## src/logic/frame_rx_consts.vh

```
// constants for the serial control frame receiver
// assumes inclusion by bare name from the design file
`ifndef FRAME_RX_CONSTS_VH
`define FRAME_RX_CONSTS_VH

// frame layout: sync code, then a word whose bit 0 is received first
`define SYNC_BITS        8
`define WORD_BITS        40
`define CNT_W            6
`define LAST_BIT_IDX     6'h27
`define SYNC_HEAD        6'h1F
`define SYNC_HEAD_W      6
`define TR_CODE_BAD      2'h3
`define FIVE_ONES        5'h1F
`define SYNC_GEN_CODE    8'h7D

// word fields, positions inside the 40-bit word
`define INHIBIT_BIT      0
`define RET_MON_BIT      1
`define ID_LSB           2
`define ID_W             3
`define DATA_LSB         8
`define DATA_W           32

// word identities
`define ID_MONITOR       3'h0
`define ID_FREQ          3'h1
`define ID_ANALOGUE      3'h2
`define ID_MODE          3'h5

// register offsets and fields
`define ADDR_W           8
`define REG_CTRL         8'h00
`define REG_STATUS       8'h04
`define REG_FRAMES       8'h08
`define REG_FAILS        8'h0C
`define CTRL_RX_EN_BIT   0
`define CTRL_RESET       32'h00000001
`define STAT_IN_FRAME    0
`define STAT_MATCH       1
`define STAT_INHIBIT     2
`define STAT_RET_MON     3
`define STAT_ID_LSB      4
`define CNT_REG_W        16

// idle level of the revertive data line
`define REV_IDLE         1'h1

`endif

```

## src/logic/serial_control_frame_receiver.v

```verilog
// serial control frame receiver: sync search, frame compare, word decode,
// parallel strobes to the receiver and revertive frame generation.
// assumes link clock and data arrive asynchronously and are far slower
// than ref_clk_i; monitor_data_i comes from logic on ref_clk_i.
//
// Design decisions made here: the plain strobed port and the address map.
`timescale 1ns/1ps
`include "frame_rx_consts.vh"
`default_nettype none

module serial_control_frame_receiver #(
    parameter ID_LSB = `ID_LSB,
    parameter ID_W   = `ID_W
)(
    input  wire                    ref_clk_i,
    input  wire                    rst_i,
    input  wire                    link_clk_i,
    input  wire                    link_data_i,
    input  wire [`WORD_BITS-1:0]   monitor_data_i,
    input  wire [`ADDR_W-1:0]      reg_addr_i,
    input  wire [31:0]             reg_wdata_i,
    input  wire                    reg_wr_i,
    input  wire                    reg_rd_i,
    output reg  [31:0]             reg_rdata_o,
    output reg                     rev_clk_o,
    output reg                     rev_data_o,
    output reg                     enable_o,
    output reg                     mon_load_o,
    output reg  [`DATA_W-1:0]      freq_data_o,
    output reg                     freq_strobe_o,
    output reg  [`DATA_W-1:0]      anal_data_o,
    output reg                     anal_strobe_o,
    output reg  [`DATA_W-1:0]      mode_data_o,
    output reg                     mode_strobe_o
);

    function [`SYNC_BITS-1:0] rev8;
        input [`SYNC_BITS-1:0] v;
        integer i;
        begin
            for (i = 0; i < `SYNC_BITS; i = i + 1)
                rev8[i] = v[`SYNC_BITS-1-i];
        end
    endfunction

    function is_id;
        input [`WORD_BITS-1:0] w;
        input [ID_W-1:0]       id;
        begin
            is_id = (w[ID_LSB +: ID_W] == id);
        end
    endfunction

    // link synchronisers; first stages feed only the second stages
    reg                    clk_s1_r;
    reg                    clk_s2_r;
    reg                    clk_s3_r;
    reg                    dat_s1_r;
    reg                    dat_s2_r;
    wire                   link_rise;
    wire                   link_fall;

    reg  [`SYNC_BITS-1:0]  win_r;
    wire [`SYNC_BITS-1:0]  win_nxt;
    wire                   sync_hit;
    wire                   five_ones;
    reg                    in_frame_r;
    reg  [`CNT_W-1:0]      bit_cnt_r;
    reg                    mism_r;
    reg                    eof_r;
    reg  [`WORD_BITS-1:0]  word_r;

    reg  [`WORD_BITS-1:0]  mon_out_r;
    reg  [`WORD_BITS-1:0]  freq_out_r;
    reg  [`WORD_BITS-1:0]  anal_out_r;
    reg  [`WORD_BITS-1:0]  mode_out_r;
    reg  [`WORD_BITS+`SYNC_BITS-1:0] tx_r;
    reg  [`CNT_W-1:0]      tx_cnt_r;
    reg                    tx_busy_r;

    reg  [31:0]            ctrl_r;
    reg                    last_match_r;
    reg                    last_inh_r;
    reg                    last_rm_r;
    reg  [ID_W-1:0]        last_id_r;
    reg  [`CNT_REG_W-1:0]  frames_r;
    reg  [`CNT_REG_W-1:0]  fails_r;

    // end-of-frame decode
    wire                   inhibit;
    wire                   ret_mon;
    wire                   en;
    wire                   hit_freq;
    wire                   hit_anal;
    wire                   hit_mode;
    wire                   mon_ld;
    wire                   freq_ld;
    wire [`DATA_W-1:0]     data_field;
    reg  [`WORD_BITS-1:0]  tx_word;

    assign link_rise = clk_s2_r & ~clk_s3_r;
    assign link_fall = ~clk_s2_r & clk_s3_r;

    assign win_nxt   = {win_r[`SYNC_BITS-2:0], dat_s2_r};
    assign sync_hit  = (win_nxt[`SYNC_BITS-1:2] == `SYNC_HEAD)
                     && (win_nxt[1:0] != `TR_CODE_BAD);
    assign five_ones = (win_nxt[4:0] == `FIVE_ONES);

    assign inhibit    = word_r[`INHIBIT_BIT];
    assign ret_mon    = word_r[`RET_MON_BIT];
    assign en         = ~mism_r | inhibit;
    assign hit_freq   = en & is_id(word_r, `ID_FREQ);
    assign hit_anal   = en & is_id(word_r, `ID_ANALOGUE);
    assign hit_mode   = en & is_id(word_r, `ID_MODE);
    assign freq_ld    = hit_freq & ~ret_mon;
    // identity zero, a failed compare without inhibit, or a frequency word with the return-monitor bit set all load monitor
    assign mon_ld     = is_id(word_r, `ID_MONITOR) | ~en | (hit_freq & ret_mon);
    assign data_field = word_r[`DATA_LSB +: `DATA_W];

    // word chosen for the next revertive frame; one load per frame, so no queue deeper than one
    always @*
    begin
        tx_word = mon_out_r;
        if (mon_ld)
            tx_word = monitor_data_i;
        else if (freq_ld)
            tx_word = word_r;
        else if (hit_anal)
            tx_word = word_r;
        else if (hit_mode)
            tx_word = word_r;
    end

    always @(posedge ref_clk_i or posedge rst_i)
    begin
        if (rst_i)
        begin
            // link clock idles high; resetting to its idle level avoids a false edge after reset
            clk_s1_r <= 1'h1;
            clk_s2_r <= 1'h1;
            clk_s3_r <= 1'h1;
            dat_s1_r <= 1'h0;
            dat_s2_r <= 1'h0;
            rev_clk_o <= 1'h0;
        end
        else
        begin
            clk_s1_r <= link_clk_i;
            clk_s2_r <= clk_s1_r;
            clk_s3_r <= clk_s2_r;
            dat_s1_r <= link_data_i;
            dat_s2_r <= dat_s1_r;
            rev_clk_o <= clk_s2_r;
        end
    end

    // sync search, frame counter, input register and comparator
    always @(posedge ref_clk_i or posedge rst_i)
    begin
        if (rst_i)
        begin
            win_r      <= {`SYNC_BITS{1'h0}};
            in_frame_r <= 1'h0;
            bit_cnt_r  <= {`CNT_W{1'h0}};
            mism_r     <= 1'h0;
            eof_r      <= 1'h0;
            word_r     <= {`WORD_BITS{1'h0}};
        end
        else
        begin
            eof_r <= 1'h0;
            if (link_rise)
            begin
                win_r <= win_nxt;
                if (in_frame_r)
                begin
                    word_r    <= {dat_s2_r, word_r[`WORD_BITS-1:1]};
                    mism_r    <= mism_r | (dat_s2_r ^ word_r[0]);
                    bit_cnt_r <= bit_cnt_r + 1'h1;
                    if (five_ones)
                        in_frame_r <= 1'h0;
                    else if (bit_cnt_r == `LAST_BIT_IDX)
                    begin
                        in_frame_r <= 1'h0;
                        eof_r      <= 1'h1;
                    end
                end
                else if (sync_hit && ctrl_r[`CTRL_RX_EN_BIT])
                begin
                    in_frame_r <= 1'h1;
                    bit_cnt_r  <= {`CNT_W{1'h0}};
                    mism_r     <= 1'h0;
                end
            end
        end
    end

    // word decode, strobes and output register loads
    always @(posedge ref_clk_i or posedge rst_i)
    begin
        if (rst_i)
        begin
            enable_o      <= 1'h0;
            mon_load_o    <= 1'h0;
            freq_strobe_o <= 1'h0;
            anal_strobe_o <= 1'h0;
            mode_strobe_o <= 1'h0;
            freq_data_o   <= {`DATA_W{1'h0}};
            anal_data_o   <= {`DATA_W{1'h0}};
            mode_data_o   <= {`DATA_W{1'h0}};
            mon_out_r     <= {`WORD_BITS{1'h0}};
            freq_out_r    <= {`WORD_BITS{1'h0}};
            anal_out_r    <= {`WORD_BITS{1'h0}};
            mode_out_r    <= {`WORD_BITS{1'h0}};
        end
        else
        begin
            enable_o      <= eof_r & en;
            mon_load_o    <= eof_r & mon_ld;
            freq_strobe_o <= eof_r & hit_freq & ~inhibit;
            anal_strobe_o <= eof_r & hit_anal & ~inhibit;
            mode_strobe_o <= eof_r & hit_mode & ~inhibit;
            if (eof_r)
            begin
                if (mon_ld)
                    mon_out_r <= monitor_data_i;
                if (freq_ld)
                    freq_out_r <= word_r;
                if (hit_anal)
                    anal_out_r <= word_r;
                if (hit_mode)
                    mode_out_r <= word_r;
                // inhibited strobes leave the receiver outputs latched
                if (hit_freq && !inhibit)
                    freq_data_o <= data_field;
                if (hit_anal && !inhibit)
                    anal_data_o <= data_field;
                if (hit_mode && !inhibit)
                    mode_data_o <= data_field;
            end
        end
    end

    // revertive frame: starts at end of frame, so it lags the forward word by one frame
    always @(posedge ref_clk_i or posedge rst_i)
    begin
        if (rst_i)
        begin
            tx_r       <= {(`WORD_BITS+`SYNC_BITS){1'h0}};
            tx_cnt_r   <= {`CNT_W{1'h0}};
            tx_busy_r  <= 1'h0;
            rev_data_o <= `REV_IDLE;
        end
        else if (eof_r)
        begin
            tx_r      <= {tx_word, rev8(`SYNC_GEN_CODE)};
            tx_cnt_r  <= {`CNT_W{1'h0}};
            tx_busy_r <= 1'h1;
        end
        else if (link_fall)
        begin
            // data changes on the falling edge so the panel samples it stable on the rise
            if (tx_busy_r)
            begin
                rev_data_o <= tx_r[0];
                tx_r       <= {1'h0, tx_r[`WORD_BITS+`SYNC_BITS-1:1]};
                tx_cnt_r   <= tx_cnt_r + 1'h1;
                if (tx_cnt_r == (`LAST_BIT_IDX + `SYNC_BITS'h0) - {`CNT_W{1'h0}} + 6'h08)
                    tx_busy_r <= 1'h0;
            end
            else
                rev_data_o <= `REV_IDLE;
        end
    end

    // register port and status capture
    always @(posedge ref_clk_i or posedge rst_i)
    begin
        if (rst_i)
        begin
            ctrl_r       <= `CTRL_RESET;
            reg_rdata_o  <= 32'h00000000;
            last_match_r <= 1'h0;
            last_inh_r   <= 1'h0;
            last_rm_r    <= 1'h0;
            last_id_r    <= {ID_W{1'h0}};
            frames_r     <= {`CNT_REG_W{1'h0}};
            fails_r      <= {`CNT_REG_W{1'h0}};
        end
        else
        begin
            if (eof_r)
            begin
                last_match_r <= ~mism_r;
                last_inh_r   <= inhibit;
                last_rm_r    <= ret_mon;
                last_id_r    <= word_r[ID_LSB +: ID_W];
            end
            // a frame event in the same cycle as a clearing write still counts
            if (eof_r)
                frames_r <= frames_r + 1'h1;
            else if (reg_wr_i && reg_addr_i == `REG_FRAMES)
                frames_r <= {`CNT_REG_W{1'h0}};
            if (eof_r && mism_r)
                fails_r <= fails_r + 1'h1;
            else if (reg_wr_i && reg_addr_i == `REG_FAILS)
                fails_r <= {`CNT_REG_W{1'h0}};
            if (reg_wr_i && reg_addr_i == `REG_CTRL)
                ctrl_r <= {31'h00000000, reg_wdata_i[`CTRL_RX_EN_BIT]};
            reg_rdata_o <= 32'h00000000;
            if (reg_rd_i)
            begin
                case (reg_addr_i)
                    `REG_CTRL:
                        reg_rdata_o <= ctrl_r;
                    `REG_STATUS:
                    begin
                        reg_rdata_o[`STAT_IN_FRAME] <= in_frame_r;
                        reg_rdata_o[`STAT_MATCH]    <= last_match_r;
                        reg_rdata_o[`STAT_INHIBIT]  <= last_inh_r;
                        reg_rdata_o[`STAT_RET_MON]  <= last_rm_r;
                        reg_rdata_o[`STAT_ID_LSB +: ID_W] <= last_id_r;
                    end
                    `REG_FRAMES:
                        reg_rdata_o[`CNT_REG_W-1:0] <= frames_r;
                    `REG_FAILS:
                        reg_rdata_o[`CNT_REG_W-1:0] <= fails_r;
                    default:
                        reg_rdata_o <= 32'h00000000;
                endcase
            end
        end
    end

endmodule

`default_nettype wire

```

## config.mk

```make
export PLATFORM = sky130hd
export DESIGN_NAME = serial_control_frame_receiver
export DESIGN_NICKNAME = d
export VERILOG_FILES = /design/src/logic/serial_control_frame_receiver.v
export VERILOG_INCLUDE_DIRS = /design/src /design/src/logic
export SDC_FILE = /design/constraint.sdc
export NUM_CORES = 1
export LEC_CHECK = 0
export BUFFER_PORTS_ARGS = -buffer_cell sky130_fd_sc_hd__buf_4
export CAP_MARGIN = 25
export CORE_ASPECT_RATIO = 1.1
export CORE_UTILIZATION = 45
export CTS_BUF_LIST = sky130_fd_sc_hd__clkbuf_16
export DETAILED_ROUTE_END_ITERATION = 6
export HOLD_SLACK_MARGIN = 0.03
export PLACE_DENSITY = 0.66
export SYNTH_ARGS = -nofsm -noshare
export SYNTH_HDL_FRONTEND = slang
export SYNTH_SLANG_ARGS = --single-unit
```

## constraint.sdc

```tcl
create_clock -name ref_clk_i -period 16.81 [get_ports ref_clk_i]
set_input_delay 3.362 -clock ref_clk_i [delete_from_list [all_inputs] [get_ports ref_clk_i]]
set_output_delay 3.362 -clock ref_clk_i [all_outputs]
set_load 0.1 [all_outputs]
```

---- Word-level counts from Yosys, hierarchy flattened ----
Index checks and enable logic that the tools add are counted.
storage, ports and cells
  bits in registers ....................... 330
  input bits .............................. 86
  word-level logic and storage cells ...... 134
operators by class
  add/subtract/negate cells ............... 4
  equality and inequality tests ........... 11
  muxes and demuxes ....................... 34
  bitwise operators ....................... 27
  reduce and logical (&&, ||, !) cells .... 25
operators with widths
  operator               count
  $mux 40                4
  $mux 48                3
  $mux 16                5
  $add 16x1->16 const B  2
  $mux 6                 5
  $pmux 7 s4             1
  $pmux 9 s2             1
  $eq 8x4->1 const B     2
  $reduce_and 2->1       8
  $and 1x1->1            15
  $mux 1                 15
  $add 6x1->6 const B    2
  $eq 6x6->1 const B     2
  $reduce_bool 2->1      5
  $logic_and 1x1->1      9
  $eq 8x3->1 const B     1
  $logic_not 8->1        1
  $not 1->1              7
  $eq 6x5->1 const B     1
  $eq 5x5->1 const B     1
  $or 1x1->1             4
  $eq 3x1->1 const B     1
  $eq 3x2->1 const B     1
  $eq 3x3->1 const B     1
  4 further kinds        4

---- Longest topological paths before layout ----
Gate-level depths: netlist (run 1).
  depth in word-level cells ............... 8
  depth in mapped cells ................... 7
  mapped depth without buffers ............ 5

---- Least setup slack after synthesis (run 1) ----
No wires, ideal clock.
  path type ............................... input to register
  from .................................... input port reg_addr_i[1]
  to ...................................... register fails_r[1]
  data arrival time ....................... 4389 ps
  data required time ...................... 16690 ps
  slack ................................... 12302 ps
  stages .................................. 5
  path buffers ............................ 1
  cell sequence ........................... nor4_4 and3_1 buf_2 nand2_1 a31o_1
between the ends
  longest elaborated chain between the ends .. 3
RTL lines
  what                         RTL line                             text
  from (decl)                  serial_control_frame_receiver.v:20   input wire [`ADDR_W-1:0] reg_addr_i,
  $eq 8x4->1                   n/a
  $logic_and 1x1->1 (no line)  n/a
  $reduce_bool 2->1 (no line)  n/a
  to (signal assigned)         serial_control_frame_receiver.v:288  fails_r <= {`CNT_REG_W{1'h0}};
  to (signal assigned)         serial_control_frame_receiver.v:305  fails_r <= fails_r + 1'h1;
  to (signal assigned)         serial_control_frame_receiver.v:307  fails_r <= {`CNT_REG_W{1'h0}};
  to (decl)                    serial_control_frame_receiver.v:87   reg [`CNT_REG_W-1:0] fails_r;
Every way passes these cells.
A chain may end at the register's enable or synchronous reset.

---- Worst setup path after layout (run 1) ----
  from .................................... register rev_data_o
  to ...................................... output port rev_data_o
RTL lines
  what                    RTL line                             text
  from (decl)             serial_control_frame_receiver.v:26   output reg rev_data_o,
  from (signal assigned)  serial_control_frame_receiver.v:252  rev_data_o <= `REV_IDLE;
  from (signal assigned)  serial_control_frame_receiver.v:265  rev_data_o <= tx_r[0];
  from (signal assigned)  serial_control_frame_receiver.v:272  rev_data_o <= `REV_IDLE;
No word-level cell between the ends.

==> results of run 1 <==
per-layer routing:
layer,global-route usage (%),vias up,share of wire (%)
li1,-,4436,-
met1,26.9,4864,44
met2,33.7,242,47
met3,5.26,49,6.8
met4,6.29,0,2.1
met5,0,-,0
cells by family after synthesis:
logic type / synth area share [%]
compound gates: 10.1
xor+xnor: 0.703
fa+ha+maj: 0.365
buf+inv: 4.01
flops: 57.4
mux: 15.9
other cells: 0.0274
simple gates: 11.5
cells in the final DEF, fill, tap and decap left out, types with 30 or more instances in the layout:
| cell | n |
|---|---|
| dfrtp_1 | 308 |
| o22ai_1 | 35 |
| buf_4 | 186 |
| clkbuf_16 | 35 |
| mux2_2 | 84 |
| a31oi_1 | 41 |
| mux2_1 | 69 |
| nand2_1 | 161 |
| o21a_1 | 38 |
| nor2_1 | 62 |
| nand3_1 | 36 |
| mux2i_1 | 45 |
| o21ai_0 | 30 |
how the worst min path moves through the flow:
stage | to | cells past startpoint
after floorplan | dat_s2_r | 0
after global placement | dat_s2_r | 0
after detailed placement | dat_s2_r | 0
after CTS | dat_s2_r | 0
after global routing | clk_s2_r | 0
final | dat_s2_r | 0
worst reg2reg max path: stages, from the launching register on:
cell and delay [ps]:
dfrtp_2 340, buf_4 710, clkinv_1 190, buf_4 370, nand2_1 630, buf_4 400, a31oi_1 130, o21a_1 120
stage by stage:
| step | instances | worst slack [ps] | instance area [um2] |
|---|---|---|---|
| 6_report | 1723 | 12130 | 16300 |
| 5_1_grt | 1722 | 12050 | 16300 |
| 2_1_floorplan | 1189 | 4770 | 13800 |
| 3_3_place_gp | 1660 | 11640 | 15200 |
| 3_5_place_dp | 1661 | 11650 | 15200 |
| 4_1_cts | 1719 | 12100 | 16300 |
sequential cells by signal, indices dropped and copies added, names as in the netlist, 3 cells and up:
signal / cells
tx_r: 48
reg_rdata_o: 16
tx_cnt_r: 6
win_r: 7
word_r: 40
bit_cnt_r: 6
last_id_r: 3
freq_data_o: 32
frames_r: 16
fails_r: 16
mode_data_o: 32
mon_out_r: 40
anal_data_o: 32
power groups by stage:
stage          logic, mW  registers (mW)  clock network [mW]
6_report          0.0725           0.782               0.715
3_5_place_dp      0.0730           0.795                   0
5_1_grt           0.0803           0.784               0.763
3_3_place_gp      0.0714           0.795                   0
2_1_floorplan     0.0527           0.793                   0
4_1_cts           0.0730           0.782               0.733
final cells by class:
type / count / area [um2] / area share [%]
inverters: 12 / 52.6 / 0.322
multi-input cells: 774 / 5400 / 33.1
diodes: 1 / 2.50 / 0.0153
repair buffers: 190 / 1480 / 9.09
flip-flops and latches: 314 / 7870 / 48.2
well taps: 374 / 468 / 2.87
clock buffers: 35 / 876 / 5.36
clock inverters: 23 / 176 / 1.08
==> summary.md, run 1 <==
| Metric | Value |
|---|---|
| Layout cell share with drive strength beyond 1 | `25.1%` |
| Initial Util | `46.1%` |
| GP Congestion | `approximately 0.8` |
| TritonRoute pass-1 iters | `5` |
| DIE AREA | `between 30000 and 40000 um2` |
| Post-synth top cells | `309 x dfrtp_1, 162 x nand2_1, 84 x mux2_2` |
| # H-tree levels | `2` |
| WL per Instance | `about 18 um` |
| Worst slew pin tran | `~940 ps` |
| Peak supply drop | `approximately 0.092 mV` |
| Buf/Inv on CP | `1` |
| Post-synth EDFFs | `0` |
| # DRC | `0` |
| Pwr/cell area | `96.2 nW/um2` |
| Asr flop ratio synth | `100%` |
| Outcome | `completed` |
| CTS Sinks | `314` |
| Synthesized area | `13700 um2` |
| Routed wire length | `roughly 31 mm` |
| Max-cap violations | `0` |
| Synth top area share | `a little under three fifths` |
| RSZ-0062 raised after global routing | `no` |
| Stages on worst setup path | `1` |
| Total core area | `29700 um2` |
| Area Growth Syn to Fin | `19.1%` |
| Worst Clk Skew | `about 23 ps` |
| First-pass GRT wire length | `about 52 mm` |
| P_int | `1.21 mW` |
| Leak | `8.19 nW` |
| Vias in the first global route | `a little under 10000` |
| Final setup viols | `0` |
| Initial antenna violation count | `1` |
| I/O pin total | `around 220` |
| Die height | `about 190 um` |
| Gr usage total | `between 20% and 30%` |
| Vias post-DR | `around 9600` |
| Delay-heaviest family, CP | `flip-flops` |
| CP max stage delay | `530 ps` |
| Die X-Extent | `approximately 170 um` |
| Setup TNS | `0 ps` |
| Num CTS Buffers | `34` |
| Register bit total from synthesis | `about 310` |
| Highest clock rate | `~0.21 GHz` |
| Post-layout min period | `about 4700 ps` |
| Slew HR | `37.1%` |
| Endpoint class of the critical path | `output pin` |
| Vias per cell | `about 5.6` |
| Mean Syn Cell Area | `11.7 um2` |
| CTS tree | `built` |
| Layout Utilization | `a little over half` |
| # rows | `66` |
| Register share of total power | `49.8%` |
| Clock slew at reported path FFs | `about 60 ps` |
| CTS root buf | `clkbuf_16` |
| Critical Path RT | `about 13000 ps` |
| Most frequent cell after synthesis | `dfrtp_1` |
| Area leader, netlist | `dfrtp_1` |
| Worst-Skew Late Latency | `510 ps` |
| Slew Viols, Final | `0` |
| Startpoint types | `flop` |
| Hold_sp | `dat_s1_r` |
| Post-synthesis sequential area ratio | `57.4%` |
| DRT iter0 DRCs | `between 600 and 700` |
| Total power | `~1.6 mW` |
| DRT antenna net count | `0` |
| Clock Power Share | `45.6%` |
| Switch Pwr | `around 0.36 mW` |
| Worst setup path class | `flop to output pin` |
| CP max-delay cell | `dfstp_2` |
| Max Root-Sink Buffers | `3` |
| # fillers | `2544` |
| WP data arrival | `~1300 ps` |
| Comb pwr share | `between 4 and 5%` |
| Critical path launch point | `rev_data_o` |
| Ratio of final minimum period to clock period | `between 20% and 30%` |
| Net Sw Frac | `between 20% and 30%` |
| Post-CTS setup buffers | `0` |
| Hold buffer count at cts | `0` |
| Nets | `1416` |
| Hold WS | `roughly 350 ps` |
| Crit path cell chain | `buf_4` |
| RR Startpoint | `eof_r` |
| Worst R2R Path Depth | `7` |
| PortBufs | `173` |
| Most used DFF post-synth | `dfrtp_1` |
| Most area-consuming cells after synthesis | `dfrtp_1 56%, mux2_2 6.9%, mux2_1 5.7%, nand2_1 4.4%, mux2i_1 3.3%` |
| Grt ovf | `0` |
| Reg2Reg Setup Slack | `between 10000 and 15000 ps` |
| Setup crit end | `rev_data_o` |
| Resized Gates After CTS | `0` |
| Final HPWL DP | `approximately 19 mm` |
| Critical Path Fanout Max | `2` |
| Largest net degree at the start of global routing | `about 130` |
| Final Hold Viols | `0` |
| Synth warnings | `0` |
| Synthesized instance count | `1174` |
| FF-to-FF End | `tx_r[10]` |
| Worst hold path class | `flop to flop` |
| Cell variety after synth | `66` |
(Power assumes the default switching activity.)
==> inputs of run 2 (changes only) <==
--- a/config.mk
+++ b/config.mk
@@ -6,6 +6,7 @@
 export SDC_FILE = /design/constraint.sdc
 export NUM_CORES = 1
 export LEC_CHECK = 0
+export ABC_AREA = 1
 export BUFFER_PORTS_ARGS = -buffer_cell sky130_fd_sc_hd__buf_4
 export CAP_MARGIN = 25
 export CORE_ASPECT_RATIO = 1.1
==> constraint.sdc (replaced) <==
create_clock -name ref_clk_i -period 4.41 [get_ports ref_clk_i]
set_input_delay 0.882 -clock ref_clk_i [delete_from_list [all_inputs] [get_ports ref_clk_i]]
set_output_delay 0.882 -clock ref_clk_i [all_outputs]
set_load 0.1 [all_outputs]
==> summary.md, run 2 <==
| Metric | Value |
|---|---|
| Outcome | `completed` |
| Synthesized instance count | `1620 (+38%)` |
| Vias in the first global route | `11089 (+13%)` |
| Stages on worst setup path | `8 (+7)` |
| Asr flop ratio synth | `100% (unchanged)` |
| Worst slew pin tran | `917 ps (-27.3 ps)` |
| CTS tree | `built` |
| Ratio of final minimum period to clock period | `between 50% and 60%` |
| Num CTS Buffers | `34 (unchanged)` |
| Worst Clk Skew | `8.84 ps (-14.5 ps)` |
| CP max stage delay | `700 ps (+170 ps)` |
| Hold WS | `352 ps (+6.37 ps)` |
| Synthesized area | `13800 um2 (+0.44%)` |
| Post-synthesis sequential area ratio | `57.1% (-0.25 points)` |
| Die height | `185 um (+0.22%)` |
| Initial antenna violation count | `1 (unchanged)` |
| Worst R2R Path Depth | `8 (+1)` |
| Final Hold Viols | `0 (unchanged)` |
| # DRC | `0 (unchanged)` |
| Largest registers | `tx_r: 48 flops, mon_out_r: 40 flops, word_r: 40 flops` |
| RSZ-0062 raised after global routing | `no` |
| DRT antenna net count | `0 (unchanged)` |
| CP max-delay cell | `nand2_2` |
| Pwr/cell area | `361 nW/um2 (+280%)` |
| I/O pin total | `221 (unchanged)` |
| PortBufs | `173 (unchanged)` |
| Max-cap violations | `0 (unchanged)` |
| Gr usage total | `22.5% (+1.9 points)` |
| Routed wire length | `34.3 mm (+9.0%)` |
| Net Sw Frac | `23.3% (+0.60 points)` |
| Area Growth Syn to Fin | `19.5%` |
| Post-layout min period | `about 2600 ps` |
| Most used DFF post-synth | `dfrtp_1` |
| Critical Path RT | `4840 ps (-8610 ps)` |
| Post-synth top cells | `341 x nand2_1, 309 x dfrtp_1, 272 x o21ai_0` |
| Clock slew at reported path FFs | `60 ps (about the same)` |
| Max FFs per register | `48 (unchanged)` |
| P_int | `4.56 mW (+280%)` |
| Worst-Skew Late Latency | `510 ps (about the same)` |
| Layout cell share with drive strength beyond 1 | `14.8% (-10 points)` |
| WP data arrival | `3020 ps (+1700 ps)` |
| Buf/Inv on CP | `1 (unchanged)` |
| Delay-heaviest family, CP | `simple AND/OR/NAND/NOR gates` |
| Critical Path Fanout Max | `38 (+36)` |
| Post-synth EDFFs | `0 (unchanged)` |
| Reg with most FFs | `tx_r` |
| # H-tree levels | `2 (unchanged)` |
| CTS Sinks | `314 (unchanged)` |
| Area leader, netlist | `dfrtp_1` |
| Peak supply drop | `0.238 mV (+160%)` |
| Final setup viols | `0 (unchanged)` |
| Final HPWL DP | `21.4 mm (+11%)` |
| Slew HR | `38.8% (+1.7 points)` |
| Highest clock rate | `approximately 0.39 GHz` |
| Worst setup path class | `flop to flop` |
| GP Congestion | `0.844 (+6.1%)` |
| Synth warnings | `0 (unchanged)` |
| TritonRoute pass-1 iters | `5 (unchanged)` |
| Vias per cell | `5.12 (-8.1%)` |
| Grt ovf | `0 (unchanged)` |
| Hold depth | `0 (unchanged)` |
| # rows | `66 (unchanged)` |
| CTS root buf | `clkbuf_16` |
| Startpoint types | `flop` |
| Resized Gates After CTS | `0 (unchanged)` |
| Leak | `7.92 nW (-3.3%)` |
| Synth top area share | `56.2% (-0.25 points)` |
| Cell variety after synth | `38 (-42%)` |
| Die X-Extent | `169 um (+0.22%)` |
| Most frequent cell after synthesis | `nand2_1` |
| Register share of total power | `49.8% (about the same)` |
| First-pass GRT wire length | `56.6 mm (+9.3%)` |
| Post-Place Cells | `2135 (+29%)` |
| Ant. Diodes | `0 (-1)` |
| Vias post-DR | `11229 (+17%)` |
| Comb pwr share | `4.9% (+0.3 points)` |
| Largest net degree at the start of global routing | `108 (-15%)` |
| Clock Power Share | `45.2% (-0.4 points)` |
| Most common cell after layout, fill and taps aside | `nand2_1` |
| Worst hold path class | `flop to flop` |
| Post-CTS setup buffers | `0 (unchanged)` |
| Setup TNS | `0 ps (unchanged)` |
| Mean Syn Cell Area | `8.50 um2 (-27%)` |
| DIE AREA | `31300 um2 (+0.43%)` |
| Total core area | `29800 um2 (+0.28%)` |
| Crit path cell chain | `inv_2 > nor2_4 > nor2_2 > nor2_8 > nand2_2 > nand2_1 > nand3_1 > a21oi_1` |
| WL per Instance | `15.6 um (-14%)` |
| Layout Utilization | `55.2% (+0.26 points)` |
| Slew Viols, Final | `0 (unchanged)` |
| Register bit total from synthesis | `314 (unchanged)` |
| Switch Pwr | `1.38 mW (+290%)` |
| Nets | `1855 (+31%)` |
| Hold buffer count at cts | `0 (unchanged)` |
| Endpoint class of the critical path | `flop` |
| Most frequent cells in the layout | `338 x nand2_1, 308 x dfrtp_1, 272 x o21ai_0, 200 x inv_1, 183 x buf_4` |
| Initial Util | `46.2% (+0.074 points)` |
| Max Root-Sink Buffers | `3 (unchanged)` |
| Most area-consuming cells after synthesis | `dfrtp_1 56%, o21ai_0 9.9%, nand2_1 9.3%, nand3_1 6.1%, inv_1 5.2%` |
| DRT iter0 DRCs | `841 (+21%)` |
| Non-filler cells in the finished layout | `2194 (+27%)` |
==> run 2: power by group through the flow <==
stage          Combinational (mW)  Clock [mW]  Sequential, mW
2_1_floorplan               0.206           0            3.01
3_3_place_gp                0.292           0            3.01
3_5_place_dp                0.296           0            3.01
4_1_cts                     0.297        2.75            2.96
5_1_grt                     0.332        2.86            2.96
6_report                    0.293        2.69            2.96
==> run 2: metrics by stage <==
stage | instance area (um2) | power, mW | worst slack (ps)
2_1_floorplan | 13800 | 3.22 | -651
3_3_place_gp | 15300 | 3.30 | 1790
5_1_grt | 16400 | 6.15 | 1630
4_1_cts | 16400 | 6.00 | 1850
6_report | 16400 | 5.94 | 1810
3_5_place_dp | 15400 | 3.30 | 1840
==> run 2: cells by family after synthesis <==
family | Yosys count | synth area share, %
AO/OA/AOI/OAI | 366 | 13.6
flip-flops | 314 | 57.1
other | 1 | 0.0272
buffers and inverters | 295 | 8.84
multiplexers | 1 | 0.0818
adder cells (fa/ha/maj) | 4 | 0.364
AND/OR/NAND/NOR | 633 | 19.5
XOR/XNOR | 6 | 0.382
==> run 2: final timing paths <==
check	slack, ps	from	end
setup / recovery	1810	mism_r	tx_r[18]
max in group asynchronous	2800	rst_i	freq_data_o[22]
setup reg to reg	1810	mism_r	tx_r[18]
min in group asynchronous	560	rst_i	eof_r
hold / removal	350	dat_s1_r	dat_s2_r
hold reg to reg	350	dat_s1_r	dat_s2_r
==> run 2: area by class of cell <==
type / count / area [um2]
Clock buffer: 37 / 926
Clock inverter: 20 / 113
Fill cell: 2741 / 13400
Inverter: 200 / 754
Multi-Input combinational cell: 1026 / 4790
Sequential cell: 314 / 7870
Tap cell: 408 / 510
Timing Repair Buffer: 189 / 1490
==> run 2: layer usage <==
layer,track usage [%],vias to the layer above,part of all wire [%]
li1,-,5482,-
met1,30.0,5375,44
met2,36.8,312,48
met3,4.21,58,5.7
met4,7.60,2,2.5
met5,0,-,0.035
==> inputs of run 3 (changes only) <==
--- a/config.mk
+++ b/config.mk
@@ -14,7 +14,7 @@
 export CTS_BUF_LIST = sky130_fd_sc_hd__clkbuf_16
 export DETAILED_ROUTE_END_ITERATION = 6
 export HOLD_SLACK_MARGIN = 0.03
-export PLACE_DENSITY = 0.66
+export PLACE_DENSITY = 0.68
 export SYNTH_ARGS = -nofsm -noshare
 export SYNTH_HDL_FRONTEND = slang
 export SYNTH_SLANG_ARGS = --single-unit
==> constraint.sdc (replaced) <==
create_clock -name ref_clk_i -period 2.2 [get_ports ref_clk_i]
set_input_delay 0.44 -clock ref_clk_i [delete_from_list [all_inputs] [get_ports ref_clk_i]]
set_output_delay 0.44 -clock ref_clk_i [all_outputs]
set_load 0.1 [all_outputs]
==> summary.md, run 3 (synthesis gave the netlist of run 2 again) <==
| Metric | Value |
|---|---|
| Outcome | `completed` |
| Register share of total power | `49.6% (-0.2 points)` |
| Comb pwr share | `5.1% (+0.2 points)` |
| Max FFs per register | `48 (unchanged)` |
| Final instance area | `16700 um2 (+1.7%)` |
| DRT iter0 DRCs | `910 (+8.2%)` |
| Worst R2R Path Depth | `8 (unchanged)` |
| Ratio of final minimum period to clock period | `91.4% (+33 points)` |
| Pwr/cell area | `715 nW/um2 (+98%)` |
| Max-cap violations | `0 (unchanged)` |
| P_int | `9.16 mW (+100%)` |
| Final HPWL DP | `22.7 mm (+6.1%)` |
| Total core area | `29800 um2 (unchanged)` |
| Final setup viols | `0 (unchanged)` |
| WP data arrival | `2430 ps (-590 ps)` |
| Setup TNS | `0 ps (unchanged)` |
| # rows | `66 (unchanged)` |
| Initial antenna violation count | `0 (-1)` |
| Initial Util | `46.2% (unchanged)` |
| # fillers | `2620 (-4.4%)` |
| Most common cell after layout, fill and taps aside | `nand2_1` |
| Crit path cell chain | `inv_2 > nor2_4 > a21oi_1 > nand2_4 > nor2_4 > buf_4 > nand3_1 > a21oi_1` |
| Grt ovf | `0 (unchanged)` |
| DIE AREA | `31300 um2 (unchanged)` |
| TritonRoute pass-1 iters | `5 (unchanged)` |
| Vias post-DR | `11484 (+2.3%)` |
| Largest registers | `tx_r: 48 flops, mon_out_r: 40 flops, word_r: 40 flops` |
| Layout Utilization | `56.1% (+0.91 points)` |
| Hold depth | `2 (+2)` |
| Highest clock rate | `0.497 GHz (+29%)` |
| Routed wire length | `34.7 mm (+1.2%)` |
| RSZ-0062 raised after global routing | `no` |
| Vias in the first global route | `11306 (+2.0%)` |
| Startpoint types | `flop` |
| Stages on worst setup path | `8 (unchanged)` |
| Reg with most FFs | `tx_r` |
| I/O pin total | `221 (unchanged)` |
| Slew HR | `48.9% (+10 points)` |
| Most frequent cells in the layout | `338 x nand2_1, 308 x dfrtp_1, 272 x o21ai_0, 202 x inv_1, 198 x buf_4` |
| # H-tree levels | `2 (unchanged)` |
| Peak supply drop | `0.523 mV (+120%)` |
| Final Hold Viols | `0 (unchanged)` |
| Post-layout min period | `2010 ps (-586 ps)` |
| Critical Path RT | `2620 ps (-2220 ps)` |
| Ant. Diodes | `0 (unchanged)` |
| Worst setup path class | `flop to flop` |
| Worst hold path class | `primary input to flop` |
| Buf/Inv on CP | `2 (+1)` |
| Switch Pwr | `2.80 mW (+100%)` |
| Nets | `1879 (+1.3%)` |
| Max Root-Sink Buffers | `3 (unchanged)` |
| CP max-delay cell | `dfrtp_1` |
| Area Growth Syn to Fin | `21.5%` |
| Endpoint class of the critical path | `flop` |
| Critical Path Fanout Max | `22 (-42%)` |
| First-pass GRT wire length | `57.4 mm (+1.5%)` |
| Worst-Skew Late Latency | `510 ps (about the same)` |
| Layout cell share with drive strength beyond 1 | `15.8% (+0.98 points)` |
| Die height | `185 um (unchanged)` |
| Net Sw Frac | `23.4% (+0.11 points)` |
| GP Congestion | `0.867 (+2.7%)` |
| Post-CTS setup buffers | `0 (unchanged)` |
| Total power | `12.0 mW (+100%)` |
| Largest net degree at the start of global routing | `83 (-23%)` |
| DRT antenna net count | `0 (unchanged)` |
| Worst slew pin tran | `766 ps (-151 ps)` |
| Leak | `8.08 nW (+1.9%)` |
| Num CTS Buffers | `35 (+2.9%)` |
| Worst Clk Skew | `11.9 ps (+3.05 ps)` |
| Post-DP Area | `15600 um2 (+1.6%)` |
| Vias per cell | `5.17 (+0.98%)` |
| Hold WS | `165 ps (-187 ps)` |
| PortBufs | `173 (unchanged)` |
| # DRC | `0 (unchanged)` |
| Die X-Extent | `169 um (unchanged)` |
| Slew Viols, Final | `0 (unchanged)` |
| WL per Instance | `15.6 um (-0.11%)` |
| CP max stage delay | `420 ps (-280 ps)` |
| Gr usage total | `22.8% (+0.32 points)` |
| CTS root buf | `clkbuf_16` |
| CTS Sinks | `314 (unchanged)` |
| Clock Power Share | `45.4% (+0.2 points)` |
| Delay-heaviest family, CP | `compound AO/OA/AOI/OAI gates` |
| CTS tree | `built` |
| Clock slew at reported path FFs | `60 ps (about the same)` |
run 3: stage by stage:
| stage | setup WS (ps) | cells |
|---|---|---|
| final | 190 | 2222 |
| after global routing | 36.3 | 2222 |
| after CTS | 173 | 2222 |
| after detailed placement | 203 | 2157 |
| after global placement | 264 | 2157 |
| after floorplan | -2420 | 1635 |
run 3: layout make-up:
type	instances	area (um2)	area share, %
Inverter	200	754	4.51
Multi-Input combinational cell	1026	4790	28.7
Timing Repair Buffer	212	1740	10.4
Clock buffer	37	926	5.54
Tap cell	408	510	3.05
Sequential cell	314	7870	47.0
Clock inverter	25	136	0.816
run 3: path summary, 6_finish.rpt:
check / startpoint / slack [ps] / endpoint
max in group asynchronous: rst_i / 860 / anal_data_o[26]
worst max register to register: mism_r / 190 / tx_r[11]
worst min register to register: dat_s1_r / 350 / dat_s2_r
min in group asynchronous: rst_i / 540 / word_r[6]
worst min-delay path: reg_wdata_i[0] / 170 / ctrl_r[0]
worst max-delay path: mism_r / 190 / tx_r[11]
run 3: layer usage:
layer / track usage, % / vias up / routed length [um]
li1: - / 5556 / -
met1: 29.9 / 5584 / 15000
met2: 38.4 / 290 / 17000
met3: 4.51 / 54 / 2050
met4: 6.15 / 0 / 644
met5: 0 / - / 0
run 3: worst reg2reg max path, cell delays in order, from the launching register on:
cell	delay, ps
dfrtp_1	420
inv_2	90
nor2_4	50
a21oi_1	380
nand2_4	220
nor2_4	130
buf_4	290
nand3_1	140
a21oi_1	190
run 3: timing repair:
item	in CTS	in global routing
hold buffers	3	0
gates resized for setup	0	1
setup endpoints to repair	0	1
hold endpoints to repair	13	0
run 3: power by group through the flow:
stage | sequential [mW] | clock [mW] | combinational (mW)
after floorplan | 6.04 | 0 | 0.413
after global placement | 6.03 | 0 | 0.596
after detailed placement | 6.03 | 0 | 0.604
after CTS | 5.92 | 5.54 | 0.613
after global routing | 5.93 | 5.76 | 0.671
final | 5.93 | 5.43 | 0.604
